File: src/include/ctlh_pkg.sv
// package for the tag store host controller: pin bundles, register map, timing
package ctlh_pkg;

    // ------------------------------------------------------------------
    // pin bundles
    // ------------------------------------------------------------------
    typedef struct packed {
        logic [19:0] tag_in;
        logic [9:0]  index_addr;
        logic        store_n;
        logic        flush_all_n;
        logic        invalidate_n;
        logic        suppress_n;
        logic        lru_update_n;
        logic        way_force0;
        logic        way_force1;
        logic        hit_rep_sel;
    } ctlh_pins_t;

    typedef struct packed {
        logic       match_n;
        logic [3:0] way_select_out;
        logic       integrity_err_n;
    } ctlh_resp_t;

    localparam int RESP_W = 6;

    // ------------------------------------------------------------------
    // operations and states
    // ------------------------------------------------------------------
    typedef enum logic [2:0] {
        OP_LOOKUP_CPU = 3'h0,
        OP_LOOKUP_MON = 3'h1,
        OP_TAG_WRITE  = 3'h2,
        OP_INV_IMPL   = 3'h3,
        OP_INV_EXPL   = 3'h4,
        OP_PURGE      = 3'h5
    } ctlh_op_t;

    typedef enum logic [3:0] {
        ST_IDLE    = 4'h1,
        ST_SETUP   = 4'h2,
        ST_STROBE  = 4'h4,
        ST_RELEASE = 4'h8
    } ctlh_state_t;

    // ------------------------------------------------------------------
    // register map (byte addresses) and fields
    // ------------------------------------------------------------------
    localparam logic [3:0] REG_CTRL   = 4'h0;
    localparam logic [3:0] REG_INDEX  = 4'h4;
    localparam logic [3:0] REG_TAG    = 4'h8;
    localparam logic [3:0] REG_STATUS = 4'hC;

    localparam int CTRL_OP_LSB    = 0;
    localparam int CTRL_ALLOC     = 3;
    localparam int CTRL_RECOVER   = 4;
    localparam int CTRL_WF_LSB    = 5;
    localparam int STAT_BUSY      = 0;
    localparam int STAT_HIT       = 1;
    localparam int STAT_ERR       = 2;
    localparam int STAT_WAY_LSB   = 3;
    localparam int STAT_ALLOC     = 7;
    localparam int STAT_RECOVER   = 8;

    localparam logic [9:0]  INDEX_RST = 10'h000;
    localparam logic [19:0] TAG_RST   = 20'h00000;

    // ------------------------------------------------------------------
    // timing at 10 MHz
    // ------------------------------------------------------------------
    localparam int CLK_NS       = 100;
    localparam int ACCESS_NS    = 100;
    localparam int STROBE_NS    = 200;
    localparam int SYNC_STAGES  = 2;
    localparam int SETUP_CYC    = (ACCESS_NS + CLK_NS - 1) / CLK_NS + SYNC_STAGES;
    localparam int STROBE_CYC   = (STROBE_NS + CLK_NS - 1) / CLK_NS;
    localparam int CNT_W        = 4;

endpackage : ctlh_pkg

File: src/hdl/ctlh_sync.sv
// two-stage synchroniser for the device's response pins
`timescale 1ns/1ns
module ctlh_sync #(
    parameter int W = 1
) (
    input  wire logic         clock_i,
    input  wire logic         sys_rst_i,
    input  wire logic [W-1:0] async_i,
    output logic      [W-1:0] sync_o
);
    import ctlh_pkg::*;

    // ------------------------------------------------------------------
    // per bit: first stage feeds only the second
    // ------------------------------------------------------------------
    genvar g;
    generate
        for (g = 0; g < W; g++) begin : g_bit
            logic meta_r;
            logic hold_r;
            always_ff @(posedge clock_i) begin
                if (sys_rst_i) begin
                    meta_r <= 1'b1;
                    hold_r <= 1'b1;
                end else begin
                    meta_r <= async_i[g];
                    hold_r <= meta_r;
                end
            end
            assign sync_o[g] = hold_r;
        end
    endgenerate

endmodule : ctlh_sync

File: src/hdl/ctlh_tag_host.sv
// host controller that drives a cache tag store through its pins
//
// Implementation choices: the placing of the registers and the Avalon-MM register port.
`timescale 1ns/1ns
// ----------------------------------------------------------------------
// Overview of operation
// - cpu lookups update LRU, monitor lookups do not
// - cpu lookup miss is followed by tag write
// - tag write: store and lru update low together
// - lru update held high during purge
// - lookup integrity error counts as miss, then flush
// ----------------------------------------------------------------------
module ctlh_tag_host (
    input  wire logic              clock_i,
    input  wire logic              sys_rst_i,
    input  wire logic [3:0]        avs_address_i,
    input  wire logic              avs_read_i,
    input  wire logic              avs_write_i,
    input  wire logic [31:0]       avs_writedata_i,
    output logic      [31:0]       avs_readdata_o,
    output logic                   avs_waitrequest_o,
    output ctlh_pkg::ctlh_pins_t   pins_o,
    input  wire ctlh_pkg::ctlh_resp_t resp_i
);
    import ctlh_pkg::*;

    // ------------------------------------------------------------------
    // declarations
    // ------------------------------------------------------------------
    ctlh_state_t      state_r;
    ctlh_state_t      state_nxt;
    ctlh_op_t         op_r;
    ctlh_op_t         op_nxt;
    logic [CNT_W-1:0] cnt_r;
    logic [9:0]       index_r;
    logic [19:0]      tag_r;
    logic [1:0]       way_force_r;
    logic             alloc_en_r;
    logic             recover_en_r;
    logic             hit_r;
    logic             err_r;
    logic [3:0]       way_r;
    logic             alloc_done_r;
    logic             recover_done_r;
    logic             rd_ack_r;
    logic [31:0]      readdata_r;
    ctlh_pins_t       pins_r;
    ctlh_resp_t       resp_s;
    logic [RESP_W-1:0] resp_sync;
    logic             busy;
    logic             ctrl_wr;
    logic             go;
    logic             cnt_done;
    logic             sample;
    logic             is_lookup;
    logic             follow_recover;
    logic             follow_alloc;

    // ------------------------------------------------------------------
    // response pins cross into the clock domain
    // ------------------------------------------------------------------
    ctlh_sync #(.W(RESP_W)) u_sync (
        .clock_i   (clock_i),
        .sys_rst_i (sys_rst_i),
        .async_i   (resp_i),
        .sync_o    (resp_sync)
    );
    assign resp_s = ctlh_resp_t'(resp_sync);

    // ------------------------------------------------------------------
    // bus slave
    // ------------------------------------------------------------------
    assign busy    = (state_r != ST_IDLE);
    assign ctrl_wr = avs_write_i && (avs_address_i == REG_CTRL);
    // a command write stalls the master until the previous command ends
    assign go      = ctrl_wr && !busy;
    assign avs_waitrequest_o = (avs_read_i && !rd_ack_r) || (ctrl_wr && busy);
    assign avs_readdata_o    = readdata_r;

    always_ff @(posedge clock_i) begin
        if (sys_rst_i) begin
            index_r      <= INDEX_RST;
            tag_r        <= TAG_RST;
            way_force_r  <= 2'h0;
            alloc_en_r   <= 1'b0;
            recover_en_r <= 1'b0;
        end else if (avs_write_i) begin
            if (avs_address_i == REG_INDEX) begin
                index_r <= avs_writedata_i[9:0];
            end
            if (avs_address_i == REG_TAG) begin
                tag_r <= avs_writedata_i[19:0];
            end
            if (go) begin
                way_force_r  <= avs_writedata_i[CTRL_WF_LSB +: 2];
                alloc_en_r   <= avs_writedata_i[CTRL_ALLOC];
                recover_en_r <= avs_writedata_i[CTRL_RECOVER];
            end
        end
    end

    always_ff @(posedge clock_i) begin
        if (sys_rst_i) begin
            rd_ack_r   <= 1'b0;
            readdata_r <= 32'h00000000;
        end else begin
            rd_ack_r <= avs_read_i && !rd_ack_r;
            if (avs_read_i && !rd_ack_r) begin
                case (avs_address_i)
                    REG_INDEX:  readdata_r <= {22'h000000, index_r};
                    REG_TAG:    readdata_r <= {12'h000, tag_r};
                    REG_CTRL:   readdata_r <= {25'h0000000, way_force_r,
                                               recover_en_r, alloc_en_r, op_r};
                    REG_STATUS: readdata_r <= {23'h000000, recover_done_r, alloc_done_r,
                                               way_r, err_r, hit_r, busy};
                    default:    readdata_r <= 32'h00000000;
                endcase
            end
        end
    end

    // ------------------------------------------------------------------
    // sequencer
    // ------------------------------------------------------------------
    assign cnt_done  = (cnt_r == '0);
    assign is_lookup = (op_r == OP_LOOKUP_CPU) || (op_r == OP_LOOKUP_MON);
    assign sample    = (state_r == ST_SETUP) && cnt_done &&
                       (is_lookup || op_r == OP_INV_IMPL);
    // an integrity error outranks allocation: flushing instead avoids a bad slot
    assign follow_recover = is_lookup && err_r && recover_en_r;
    assign follow_alloc   = (op_r == OP_LOOKUP_CPU) && !hit_r && alloc_en_r;

    always_comb begin
        state_nxt = state_r;
        op_nxt    = op_r;
        case (state_r)
            ST_IDLE: begin
                if (go) begin
                    state_nxt = ST_SETUP;
                    op_nxt    = ctlh_op_t'(avs_writedata_i[CTRL_OP_LSB +: 3]);
                end
            end
            ST_SETUP: begin
                if (cnt_done) begin
                    state_nxt = ST_STROBE;
                end
            end
            ST_STROBE: begin
                if (cnt_done) begin
                    state_nxt = ST_RELEASE;
                end
            end
            ST_RELEASE: begin
                if (follow_recover) begin
                    state_nxt = ST_SETUP;
                    op_nxt    = OP_PURGE;
                end else if (follow_alloc) begin
                    state_nxt = ST_SETUP;
                    op_nxt    = OP_TAG_WRITE;
                end else begin
                    state_nxt = ST_IDLE;
                end
            end
            default: begin
                state_nxt = ST_IDLE;
            end
        endcase
    end

    always_ff @(posedge clock_i) begin
        if (sys_rst_i) begin
            state_r <= ST_IDLE;
            op_r    <= OP_LOOKUP_MON;
            cnt_r   <= '0;
        end else begin
            state_r <= state_nxt;
            op_r    <= op_nxt;
            if (state_nxt == ST_SETUP && state_r != ST_SETUP) begin
                cnt_r <= CNT_W'(SETUP_CYC - 1);
            end else if (state_nxt == ST_STROBE && state_r != ST_STROBE) begin
                cnt_r <= CNT_W'(STROBE_CYC - 1);
            end else if (!cnt_done) begin
                cnt_r <= cnt_r - 1'b1;
            end
        end
    end

    // ------------------------------------------------------------------
    // lookup result capture
    // ------------------------------------------------------------------
    always_ff @(posedge clock_i) begin
        if (sys_rst_i) begin
            hit_r <= 1'b0;
            err_r <= 1'b0;
            way_r <= 4'h0;
        end else if (sample) begin
            // an access flagged by the integrity output never counts as a hit
            hit_r <= !resp_s.match_n && resp_s.integrity_err_n;
            err_r <= !resp_s.integrity_err_n;
            way_r <= resp_s.way_select_out;
        end
    end

    always_ff @(posedge clock_i) begin
        if (sys_rst_i) begin
            alloc_done_r   <= 1'b0;
            recover_done_r <= 1'b0;
        end else if (go) begin
            alloc_done_r   <= 1'b0;
            recover_done_r <= 1'b0;
        end else if (state_r == ST_RELEASE) begin
            if (follow_recover) begin
                recover_done_r <= 1'b1;
            end else if (follow_alloc) begin
                alloc_done_r <= 1'b1;
            end
        end
    end

    // ------------------------------------------------------------------
    // pin drive, registered from the next state
    // ------------------------------------------------------------------
    always_ff @(posedge clock_i) begin
        if (sys_rst_i) begin
            pins_r <= '{tag_in: TAG_RST, index_addr: INDEX_RST, store_n: 1'b1,
                        flush_all_n: 1'b1, invalidate_n: 1'b1, suppress_n: 1'b1,
                        lru_update_n: 1'b1, way_force0: 1'b0, way_force1: 1'b0,
                        hit_rep_sel: 1'b1};
        end else begin
            // idle and setup leave every strobe high, which is a plain lookup
            pins_r.store_n      <= 1'b1;
            pins_r.flush_all_n  <= 1'b1;
            pins_r.invalidate_n <= 1'b1;
            pins_r.suppress_n   <= 1'b1;
            pins_r.lru_update_n <= 1'b1;
            pins_r.index_addr   <= index_r;
            pins_r.tag_in       <= tag_r;
            pins_r.way_force0   <= way_force_r[0];
            pins_r.way_force1   <= way_force_r[1];
            // replace information for every tag write, allocating or commanded, hit otherwise
            pins_r.hit_rep_sel  <= (op_nxt != OP_TAG_WRITE);
            if (state_nxt == ST_STROBE) begin
                case (op_nxt)
                    OP_LOOKUP_CPU: pins_r.lru_update_n <= 1'b0;
                    OP_LOOKUP_MON: pins_r.lru_update_n <= 1'b1;
                    OP_TAG_WRITE: begin
                        pins_r.store_n      <= 1'b0;
                        pins_r.lru_update_n <= 1'b0;
                    end
                    OP_INV_IMPL:  pins_r.invalidate_n <= 1'b0;
                    OP_INV_EXPL: begin
                        // way force selects the element, no tag match needed
                        pins_r.invalidate_n <= 1'b0;
                        pins_r.suppress_n   <= 1'b0;
                    end
                    OP_PURGE: begin
                        pins_r.flush_all_n  <= 1'b0;
                        pins_r.lru_update_n <= 1'b1;
                    end
                    default: pins_r.lru_update_n <= 1'b1;
                endcase
            end
        end
    end

    assign pins_o = pins_r;

endmodule : ctlh_tag_host

File: config.mk
export PLATFORM = sky130hd
export DESIGN_NAME = ctlh_tag_host
export DESIGN_NICKNAME = d
export VERILOG_FILES = /design/src/include/ctlh_pkg.sv /design/src/hdl/ctlh_sync.sv /design/src/hdl/ctlh_tag_host.sv
export SDC_FILE = /design/constraint.sdc
export NUM_CORES = 1
export LEC_CHECK = 0
export ABC_AREA = 1
export BUFFER_PORTS_ARGS = -buffer_cell sky130_fd_sc_hd__buf_2
export CAP_MARGIN = 5
export CORE_AREA = 2 2 94 96
export DETAILED_ROUTE_END_ITERATION = 16
export DIE_AREA = 0 0 96 98
export GPL_ROUTABILITY_DRIVEN = 1
export GPL_TIMING_DRIVEN = 0
export PLACE_DENSITY = 0.82
export REMOVE_ABC_BUFFERS = 1
export SYNTH_ARGS = -nofsm -noshare
export SYNTH_HDL_FRONTEND = slang
export SYNTH_SLANG_ARGS = --single-unit
File: constraint.sdc
create_clock -name clock_i -period 4.3 [get_ports clock_i]
set_clock_uncertainty 0.1 [all_clocks]
set_input_delay 0.86 -clock clock_i [delete_from_list [all_inputs] [get_ports clock_i]]
set_output_delay 0.86 -clock clock_i [all_outputs]
set_load 0.01 [all_outputs]
==> reports/qor.tcl, run 1 <==
set qor(layout_commonest_cell) {sky130_fd_sc_hd__dfxtp_1}
set qor(synth-seq-cells) 124
set qor(register_to_register_path_depth) 7
set qor(synthCells) 547
set qor(postCtsResizedCells) 0
set qor(core_area_um2) 8470
set qor(detailedRoute.firstPassIterationCount) 5
set qor(cts.repair_timing.setup_buffer_count) 0
set qor(die_h_um) 98
set qor(design.die.area_um2) 9410
set qor(grt.overflow.total) 0
set qor(tritoncts.num_buffers) 17
set qor(grt_antenna_before_repair) 1
set qor(fin_cells) 754
set qor(dpl.cell_count) 721
set qor(power_leakage_nw) 2.50
set qor(cts.root.buffer_cell) {sky130_fd_sc_hd__clkbuf_8}
set qor(report.final.hold_viol_count) 0
set qor(syn-cell-area_um2) 4560
set qor(yosysWarnings) 0
set qor(slew-limit-headroom_pct) 15.2
set qor(vias) 3887
set qor(setup_violations) 0
set qor(row_count) 34
set qor(tritoncts_clock_tree) {yes}
set qor(yosys-mux-area-fraction_pct) 0.247
set qor(grt_usage_pct) 23.0
set qor(grt_start_max_net_pins) 63
set qor(ys_dominant_reg_cell) {sky130_fd_sc_hd__dfxtp_1}
set qor(vias_cell) 5.16
set qor(setup_repair_after_global_routing_missed_its_margin) {no}
set qor(cp_data_arrival_time_ns) 2.11
set qor(holdCritPathClass) {flip-flop to flip-flop}
set qor(synth.top_cells.by_area) {sky130_fd_sc_hd__dfxtp_1, sky130_fd_sc_hd__a21oi_1, sky130_fd_sc_hd__o21ai_0, sky130_fd_sc_hd__inv_1, sky130_fd_sc_hd__nor2_1}
set qor(worst_slew_pin_slew_ns) 1.27
set qor(async_reset_ff_share_pct) 0
set qor(yosys.area_share.adder_pct) 0.274
set qor(synth_largest_area_cell) {sky130_fd_sc_hd__dfxtp_1}
set qor(synth_top_area_share_pct) 54.5
set qor(design_power_total_mw) 2.99
set qor(yosys.area_share.simple_pct) 18.4
set qor(crit_path_start_kind) {input port}
set qor(max_clock_freq_mhz) 325
set qor(final_net_count) 679
set qor(cts.sink_count) 124
set qor(synth_enable_flop_cells) 0
set qor(critical_path_endpoint_category) {primary output}
set qor(synthesis.area_per_instance_um2) 8.33
set qor(cts.clk_slew.worst_paths_ns) 0.06
set qor(layout_worst_path_cycle_share_pct) 71.5
set qor(post_dp_cell_area_um2) 5010
set qor(detail-route-antenna-nets) 0
set qor(crit_fanout) 12
set qor(netlist-cell-type-count) 31
set qor(power-per-cell-area_nw_per_um2) 527
set qor(hold_path_depth) 1
set qor(route.detailed.drc) 0
set qor(wire_length_per_cell_um) 14.1
set qor(drt-initial-drc-count) 252
set qor(final_max_slew_viol_count) 0
set qor(gp_congestion) 0.890
set qor(area_delta_synth_final_pct) 24.4
set qor(grt_pass1_wl_um) 16800
set qor(synth_compound_gate_area_share_pct) 16.2
set qor(drive_above_1_share_pct) 25.6
set qor(run_status) {completed}
set qor(critical_path_class) {input port to primary output}
set qor(buffer_ports.inserted) 92
set qor(finalWirelength_um) 10600
set qor(die_width_um) 96
set qor(cts_htree_levels) 4
set qor(timing.setup.tns_ns) 0
set qor(post_synth_xor_area_fraction_pct) 0.384
set qor(period_minus_slack_ns) 3.07
set qor(cp.required_ns) 3.34
set qor(floorplan.initialDensity_pct) 53.8
set qor(ys_seq_area_share_pct) 54.5
set qor(post_cts_hold_buffer_count) 0
set qor(clk_latency_ns) 0.50
set qor(layout.cells.most_common_list) {sky130_fd_sc_hd__dfxtp_1, sky130_fd_sc_hd__buf_2, sky130_fd_sc_hd__a21oi_1}
set qor(cts_buffer_depth) 2
set qor(max-vdd-ir-drop_mv) 0.313
set qor(cap_violations) 0
set qor(synth_top_family_by_area) {simple AND/OR/NAND/NOR gates}
set qor(final_design_area_no_fill_um2) 5670
set qor(detailed_placement_wirelength_estimate_um) 6690
set qor(first_global_vias) 3698
set qor(io_pins) 117
-- synthesized netlist by cell type (2+ instances only) --
| cell type | count |
|---|---|
| sky130_fd_sc_hd__clkbuf_2 | 2 |
| sky130_fd_sc_hd__nor2_1 | 62 |
| sky130_fd_sc_hd__nor2_8 | 3 |
| sky130_fd_sc_hd__inv_1 | 64 |
| sky130_fd_sc_hd__nor3_1 | 2 |
| sky130_fd_sc_hd__dfxtp_1 | 124 |
| sky130_fd_sc_hd__o22ai_1 | 14 |
| sky130_fd_sc_hd__nand3_2 | 3 |
| sky130_fd_sc_hd__nand2_4 | 3 |
| sky130_fd_sc_hd__buf_2 | 6 |
| sky130_fd_sc_hd__nand2_2 | 3 |
| sky130_fd_sc_hd__o21ai_1 | 11 |
| sky130_fd_sc_hd__nand4_1 | 4 |
| sky130_fd_sc_hd__o21ai_0 | 53 |
| sky130_fd_sc_hd__inv_2 | 3 |
| sky130_fd_sc_hd__a21oi_1 | 66 |
| sky130_fd_sc_hd__nor2_2 | 7 |
| sky130_fd_sc_hd__nand2_1 | 51 |
| sky130_fd_sc_hd__xor2_1 | 2 |
| sky130_fd_sc_hd__nor2_4 | 2 |
| sky130_fd_sc_hd__clkbuf_1 | 17 |
| sky130_fd_sc_hd__or2_2 | 12 |
| sky130_fd_sc_hd__nand3_1 | 14 |
| sky130_fd_sc_hd__buf_4 | 12 |
-- layer usage --
layer / vias up / routed length (um) / GRT usage [%]
met4: 0 / 311 / 11.5
met2: 133 / 5580 / 39.7
met3: 28 / 604 / 6.40
met1: 1811 / 4130 / 25.5
met5: - / 0 / 0
li1: 1915 / - / -
-- path summary, 6_finish.rpt --
kind | start | endpoint | slack, ns
max | avs_read_i | avs_waitrequest_o | 1.23
min | u_sync.g_bit[4].meta_r$_SDFF_PP1_ | u_sync.g_bit[4].hold_r$_SDFF_PP1_ | 0.31
max reg2reg | cnt_r[0]$_SDFFE_PP0P_ | err_r$_SDFFE_PP0P_ | 2.42
min reg2reg | u_sync.g_bit[4].meta_r$_SDFF_PP1_ | u_sync.g_bit[4].hold_r$_SDFF_PP1_ | 0.31
-- registers in the layout, indices dropped and copies added (netlist names) --
| name | count |
|---|---|
| rd_ack_r | 1 |
| recover_en_r | 1 |
| avs_readdata_o | 20 |
| cnt_r | 4 |
| u_sync.g_bit.meta_r | 6 |
| state_r | 4 |
| index_r | 10 |
| hit_r | 1 |
| way_force_r | 2 |
| op_r | 3 |
| err_r | 1 |
| tag_r | 20 |
| alloc_done_r | 1 |
| way_r | 4 |
| pins_o | 38 |
| u_sync.g_bit.hold_r | 6 |
| alloc_en_r | 1 |
| recover_done_r | 1 |
-- kinds of logic (layout without fill, tap and decap cells) --
family | after synthesis | in the layout
buffers and inverters | 106 | 193
muxes | 1 | 1
DFF | 124 | 124
adders and majority gates | 1 | 1
AOI/OAI and AO/OA | 144 | 144
xor gates and xnor gates | 2 | 2
and+or+nand+nor | 168 | 168
other | 1 | 13
-- area by class of cell --
| cell class | instances | area [um^2] |
|---|---|---|
| Clock buffer | 19 | 442 |
| Timing Repair Buffer | 93 | 475 |
| Sequential cell | 124 | 2480 |
| Fill cell | 649 | 2800 |
| Inverter | 68 | 255 |
| Antenna cell | 1 | 2.50 |
| Multi-Input combinational cell | 328 | 1670 |
| Clock inverter | 13 | 211 |
| Tap cell | 108 | 135 |
-- through the flow --
stage | setup WS [ns] | hold slack (ns) | util [%]
final | 1.23 | 0.305 | 67.0
after global routing | 1.08 | 0.310 | 67.0
after CTS | 0.898 | 0.306 | 67.0
after detailed placement | 0.409 | 0.292 | 59.2
after global placement | 0.0396 | 0.292 | 59.0
after floorplan | 1.02 | 0.289 | -
-- worst max-delay path, stage by stage --
cell and delay (ns):
sky130_fd_sc_hd__buf_2 0.08, sky130_fd_sc_hd__inv_1 0.03, sky130_fd_sc_hd__nor2_2 0.40, sky130_fd_sc_hd__inv_1 0.37
sky130_fd_sc_hd__o21ai_0 0.20, sky130_fd_sc_hd__buf_2 0.17
-- where the power goes --
| part | internal, mW | switching [mW] | total (mW) |
|---|---|---|---|
| registers | 1.19 | 0.0197 | 1.21 |
| clock network | 1.03 | 0.510 | 1.54 |
| logic | 0.0855 | 0.151 | 0.236 |
Note: power is estimated with default switching activity, not from simulation.
==> inputs of run 2 (changes only) <==
- CORE_AREA: 2 2 94 96 -> 2 2 102 104
- DIE_AREA: 0 0 96 98 -> 0 0 104 106
- PLACE_DENSITY: 0.82 -> 0.74
- clock period: 4.3 -> 2.6 ns (I/O delays scaled with it)
==> run 2 against run 1 <==
Count of clock-buffer cells in the layout increased by 2. Sequential share of layout area increased by 0.33 points. Final cell count increased by 3.6%. Largest cell class unchanged. Critical endpoint unchanged. Register-to-register slack got worse by 1.6 ns.
==> reports/qor.tcl, run 2 (synthesis results as in run 1) <==
set qor(cts.sink_count) 124
set qor(io_pins) 117
set qor(die_width_um) 104
set qor(vias) 3784
set qor(row_count) 37
set qor(final_net_count) 679
set qor(worst_slew_pin_slew_ns) 1.17
set qor(die_h_um) 106
set qor(cp_cell_instances) {nor2_4 -> inv_1 -> o21ai_0 -> buf_2}
set qor(intPower_mw) 3.51
set qor(cap_violations) 0
set qor(layout_worst_path_cycle_share_pct) 92.6
set qor(final.hold.worst_slack_ns) 0.0765
set qor(crit_fanout) 12
set qor(hold_path_origin) {resp_i[4]}
set qor(power.share.sequential_pct) 43.5
set qor(grt.overflow.total) 0
set qor(startpoint) {rd_ack_r$_SDFF_PP0_}
set qor(detailed_placement_wirelength_estimate_um) 6890
set qor(finalWirelength_um) 10300
set qor(clock_power_share_pct) 48.2
set qor(fillerInstances) 894
set qor(grt_usage_pct) 19.2
set qor(tritoncts.num_buffers) 17
set qor(critical_path_endpoint_category) {primary output}
set qor(clk_latency_ns) 0.52
set qor(grt_antenna_before_repair) 0
set qor(vias_cell) 4.85
set qor(grt_pass1_wl_um) 16600
set qor(cpLargestDelayFamily) {buffers and inverters}
set qor(slowest_delay_ns) 0.32
set qor(core_area_um2) 10000
set qor(largest_register_ff_count) 38
set qor(period_minus_slack_ns) 2.41
set qor(report.final.hold_viol_count) 0
set qor(insertedDiodeCount) 0
set qor(floorplan.initialDensity_pct) 45.6
set qor(buffer_ports.inserted) 92
set qor(cts.root.buffer_cell) {sky130_fd_sc_hd__clkbuf_8}
set qor(wire_length_per_cell_um) 13.2
set qor(post_cts_hold_buffer_count) 0
set qor(cts.clk_slew.worst_paths_ns) 0.06
set qor(max-vdd-ir-drop_mv) 0.407
set qor(cp_data_arrival_time_ns) 1.79
set qor(path_buf_inv) 2
set qor(slowest_stage) {sky130_fd_sc_hd__dfxtp_1}
set qor(tritoncts_clock_tree) {yes}
set qor(run_status) {completed}
set qor(drive_above_1_share_pct) 25.4
set qor(grt.met1_usage_pct) 21.6
set qor(crit_path_start_kind) {flip-flop}
set qor(critical_path_class) {flip-flop to primary output}
set qor(layout_commonest_cell) {sky130_fd_sc_hd__dfxtp_1}
set qor(switching_power_mw) 1.07
set qor(combPwrFrac_pct) 8.3
set qor(setup_violations) 0
set qor(grt-busiest-layer) {met2}
set qor(power-per-cell-area_nw_per_um2) 815
set qor(area_delta_synth_final_pct) 23.5
set qor(use_met2_pct) 32.3
set qor(detailedRoute.firstPassIterationCount) 5
set qor(gp_congestion) 0.872
set qor(cts_buffer_depth) 2
set qor(power_leakage_nw) 2.46
set qor(drt-initial-drc-count) 198
set qor(final_util_pct) 56.3
set qor(layout.cells.most_common_list) {sky130_fd_sc_hd__dfxtp_1, sky130_fd_sc_hd__buf_2, sky130_fd_sc_hd__a21oi_1}
set qor(setup_repair_after_global_routing_missed_its_margin) {no}
set qor(slew-limit-headroom_pct) 22.3
set qor(detail-route-antenna-nets) 0
set qor(holdCritPathClass) {input port to flip-flop}
set qor(design.die.area_um2) 11000
set qor(final_max_slew_viol_count) 0
set qor(groute.layer.met3.usage_pct) 6.19
set qor(grt_start_max_net_pins) 63
set qor(swShare_pct) 23.4
set qor(cp.required_ns) 1.98
set qor(route.detailed.drc) 0
set qor(r2r-start) {cnt_r[0]$_SDFFE_PP0P_}
set qor(cts_htree_levels) 4
set qor(max_clock_freq_mhz) 415
set qor(first_global_vias) 3627
[run 2: timing repair]
| item | in CTS | in global routing |
|---|---|---|
| pin swaps | 0 | 0 |
| gates resized for setup | 2 | 2 |
| setup endpoints to repair | 58 | 25 |
| buffers inserted | 0 | 0 |
[run 2: through the flow]
step	instances	instance area [um^2]	total power [mW]	TNS (ns)	setup WS [ns]
after global placement	748	5030	2.39	-55.19	-1.16
after floorplan	520	4400	2.28	0	0.000852
after CTS	781	5620	4.62	0	0.0357
after detailed placement	749	5050	2.41	-48.66	-0.963
final	781	5630	4.59	0	0.193
after global routing	781	5630	4.76	0	0.0425
[run 2: final cells by class]
cell class,count,area (um^2),share of cell area (%)
multi-input combinational,328,1670,29.7
sequential,124,2480,44.1
tap,136,170,3.02
timing repair buffer,93,475,8.45
inverter,68,258,4.58
clock buffer,21,449,7.98
clock inverter,11,119,2.11
[run 2: layer usage]
| layer | wire length (um) | share of wire [%] |
|---|---|---|
| met5 | 0 | 0 |
| met4 | 371 | 3.6 |
| met3 | 644 | 6.2 |
| met2 | 5040 | 49 |
| met1 | 4270 | 41 |
[run 2: final timing paths]
kind,slack (ns),depth (start not counted),end
worst min-delay path,0.08,2,u_sync.g_bit[4].meta_r$_SDFF_PP1_
worst max register to register,0.84,7,way_r[2]$_SDFFE_PP0P_
worst max-delay path,0.19,4,avs_waitrequest_o
worst min register to register,0.31,1,u_sync.g_bit[5].hold_r$_SDFF_PP1_
[run 2: power by group through the flow]
stage | registers [mW] | logic (mW) | clock network (mW)
floorplan | 2.04 | 0.246 | 0
global placement | 2.03 | 0.355 | 0
detailed placement | 2.04 | 0.375 | 0
CTS | 2.00 | 0.380 | 2.25
global route | 2.00 | 0.426 | 2.33
finish | 2.00 | 0.380 | 2.21
==> inputs of run 3 (changes only) <==
- MAX_ROUTING_LAYER: default -> met4
==> run 3 against run 2 <==
Largest cell class unchanged. Sequential share of layout area is essentially flat. Global-route usage increased by 0.52 points. Final cell count up 0.13%. Wire length about the same.
==> reports/qor.tcl, run 3 (synthesis results as in run 1) <==
set qor(cts.sink_count) 124
set qor(io_pins) 117
set qor(design.die.area_um2) 11000
set qor(critical_path_class) {flip-flop to primary output}
set qor(floorplan.initialDensity_pct) 45.6
set qor(worst_setup_margin_ns) 0.172
set qor(cts.repair_timing.setup_buffer_count) 0
set qor(reg2reg_setup_slack_ns) 0.84
set qor(row_count) 37
set qor(post_cts_hold_buffer_count) 0
set qor(cap_violations) 0
set qor(max-vdd-ir-drop_mv) 0.406
set qor(setup_repair_after_global_routing_missed_its_margin) {no}
set qor(detailedRoute.firstPassIterationCount) 4
set qor(grt_usage_pct) 19.8
set qor(core_area_um2) 10000
set qor(run_status) {completed}
set qor(first_global_vias) 3626
set qor(period_minus_slack_ns) 2.43
set qor(power-per-cell-area_nw_per_um2) 814
set qor(grt_pass1_wl_um) 16700
set qor(report.final.hold_viol_count) 0
set qor(cts_buffer_depth) 2
set qor(critical_path_endpoint_category) {primary output}
set qor(tritoncts_clock_tree) {yes}
set qor(tritoncts.num_buffers) 17
set qor(grt_antenna_before_repair) 0
set qor(cts.clk_slew.worst_paths_ns) 0.06
set qor(max_clock_freq_mhz) 412
set qor(detail-route-antenna-nets) 0
set qor(final_max_slew_viol_count) 0
set qor(clk_latency_ns) 0.52
set qor(finalWirelength_um) 10300
set qor(holdCritPathClass) {input port to flip-flop}
set qor(cp_data_arrival_time_ns) 1.81
set qor(gp_congestion) 0.887
set qor(cts_htree_levels) 4
set qor(power_leakage_nw) 2.46
set qor(area_delta_synth_final_pct) 23.5
set qor(grt_start_max_net_pins) 63
set qor(vias_cell) 4.83
set qor(crit_fanout) 12
set qor(postCtsResizedCells) 2
set qor(design_power_total_mw) 4.58
set qor(final_net_count) 679
set qor(worst_slew_pin_slew_ns) 1.14
set qor(wire_length_per_cell_um) 13.2
set qor(detailed_placement_wirelength_estimate_um) 6890
set qor(slew-limit-headroom_pct) 24.1
set qor(layout_commonest_cell) {sky130_fd_sc_hd__dfxtp_1}
set qor(drt-initial-drc-count) 214
set qor(die_width_um) 104
set qor(buffer_ports.inserted) 92
set qor(layout.cells.most_common_list) {sky130_fd_sc_hd__dfxtp_1, sky130_fd_sc_hd__buf_2, sky130_fd_sc_hd__a21oi_1}
set qor(die_h_um) 106
set qor(cts.root.buffer_cell) {sky130_fd_sc_hd__clkbuf_8}
set qor(layout_worst_path_cycle_share_pct) 93.4
set qor(place_worst_setup_slack_ns) -0.963
set qor(largest_register_ff_count) 38
set qor(cp.required_ns) 1.98
set qor(grt.overflow.total) 0
set qor(crit_path_start_kind) {flip-flop}
set qor(drive_above_1_share_pct) 25.4
set qor(route.detailed.drc) 0
set qor(vias) 3779
set qor(setup_violations) 0
[run 3: cell types whose count changed in the layout (fill, tap and decap cells not counted), sizes merged]
cell,change
diode,+1
[run 3: worst max-delay path, stage by stage (launching register included)]
cell and delay, ns:
sky130_fd_sc_hd__dfxtp_1 0.32, sky130_fd_sc_hd__nor2_4 0.31, sky130_fd_sc_hd__inv_1 0.31, sky130_fd_sc_hd__o21ai_0 0.18, sky130_fd_sc_hd__buf_2 0.17
[run 3: where the power goes]
part / internal [mW] / switching (mW)
combinational: 0.141 / 0.239
sequential: 1.97 / 0.0307
clock: 1.41 / 0.801
[run 3: final cells by class]
type,count,area (um^2)
sequential,124,2480
fill,895,4370
tap,136,170
clock buffer,21,449
timing repair buffer,93,475
inverter,68,258
multi-input combinational,328,1670
clock inverter,11,119
antenna,1,2.50
[run 3: stage by stage]
stage	cell area [um^2]	hold WS, ns	util (%)	instances	setup TNS, ns
floorplan	4400	0.289	-	520	0
global placement	5030	0.293	50.3	748	-55.19
detailed placement	5050	0.293	50.5	749	-48.66
CTS	5620	0.0520	56.2	781	0
global route	5630	0.0626	56.3	781	0
finish	5630	0.0768	56.3	782	0
[run 3: path summary, 6_finish.rpt]
path                                     start                                 to  cells past startpoint
max                        rd_ack_r$_SDFF_PP0_                  avs_waitrequest_o                      4
min                                  resp_i[4]  u_sync.g_bit[4].meta_r$_SDFF_PP1_                      2
max reg2reg              cnt_r[0]$_SDFFE_PP0P_                 err_r$_SDFFE_PP0P_                      7
min reg2reg  u_sync.g_bit[5].meta_r$_SDFF_PP1_  u_sync.g_bit[5].hold_r$_SDFF_PP1_                      1
[run 3: routing by layer]
layer | vias to the layer above | share of wire, % | GRT usage, %
li1 | 1913 | - | -
met1 | 1733 | 41 | 21.8
met2 | 111 | 51 | 32.2
met3 | 22 | 4.9 | 5.76
met4 | 0 | 2.7 | 10.9
met5 | - | 0 | -
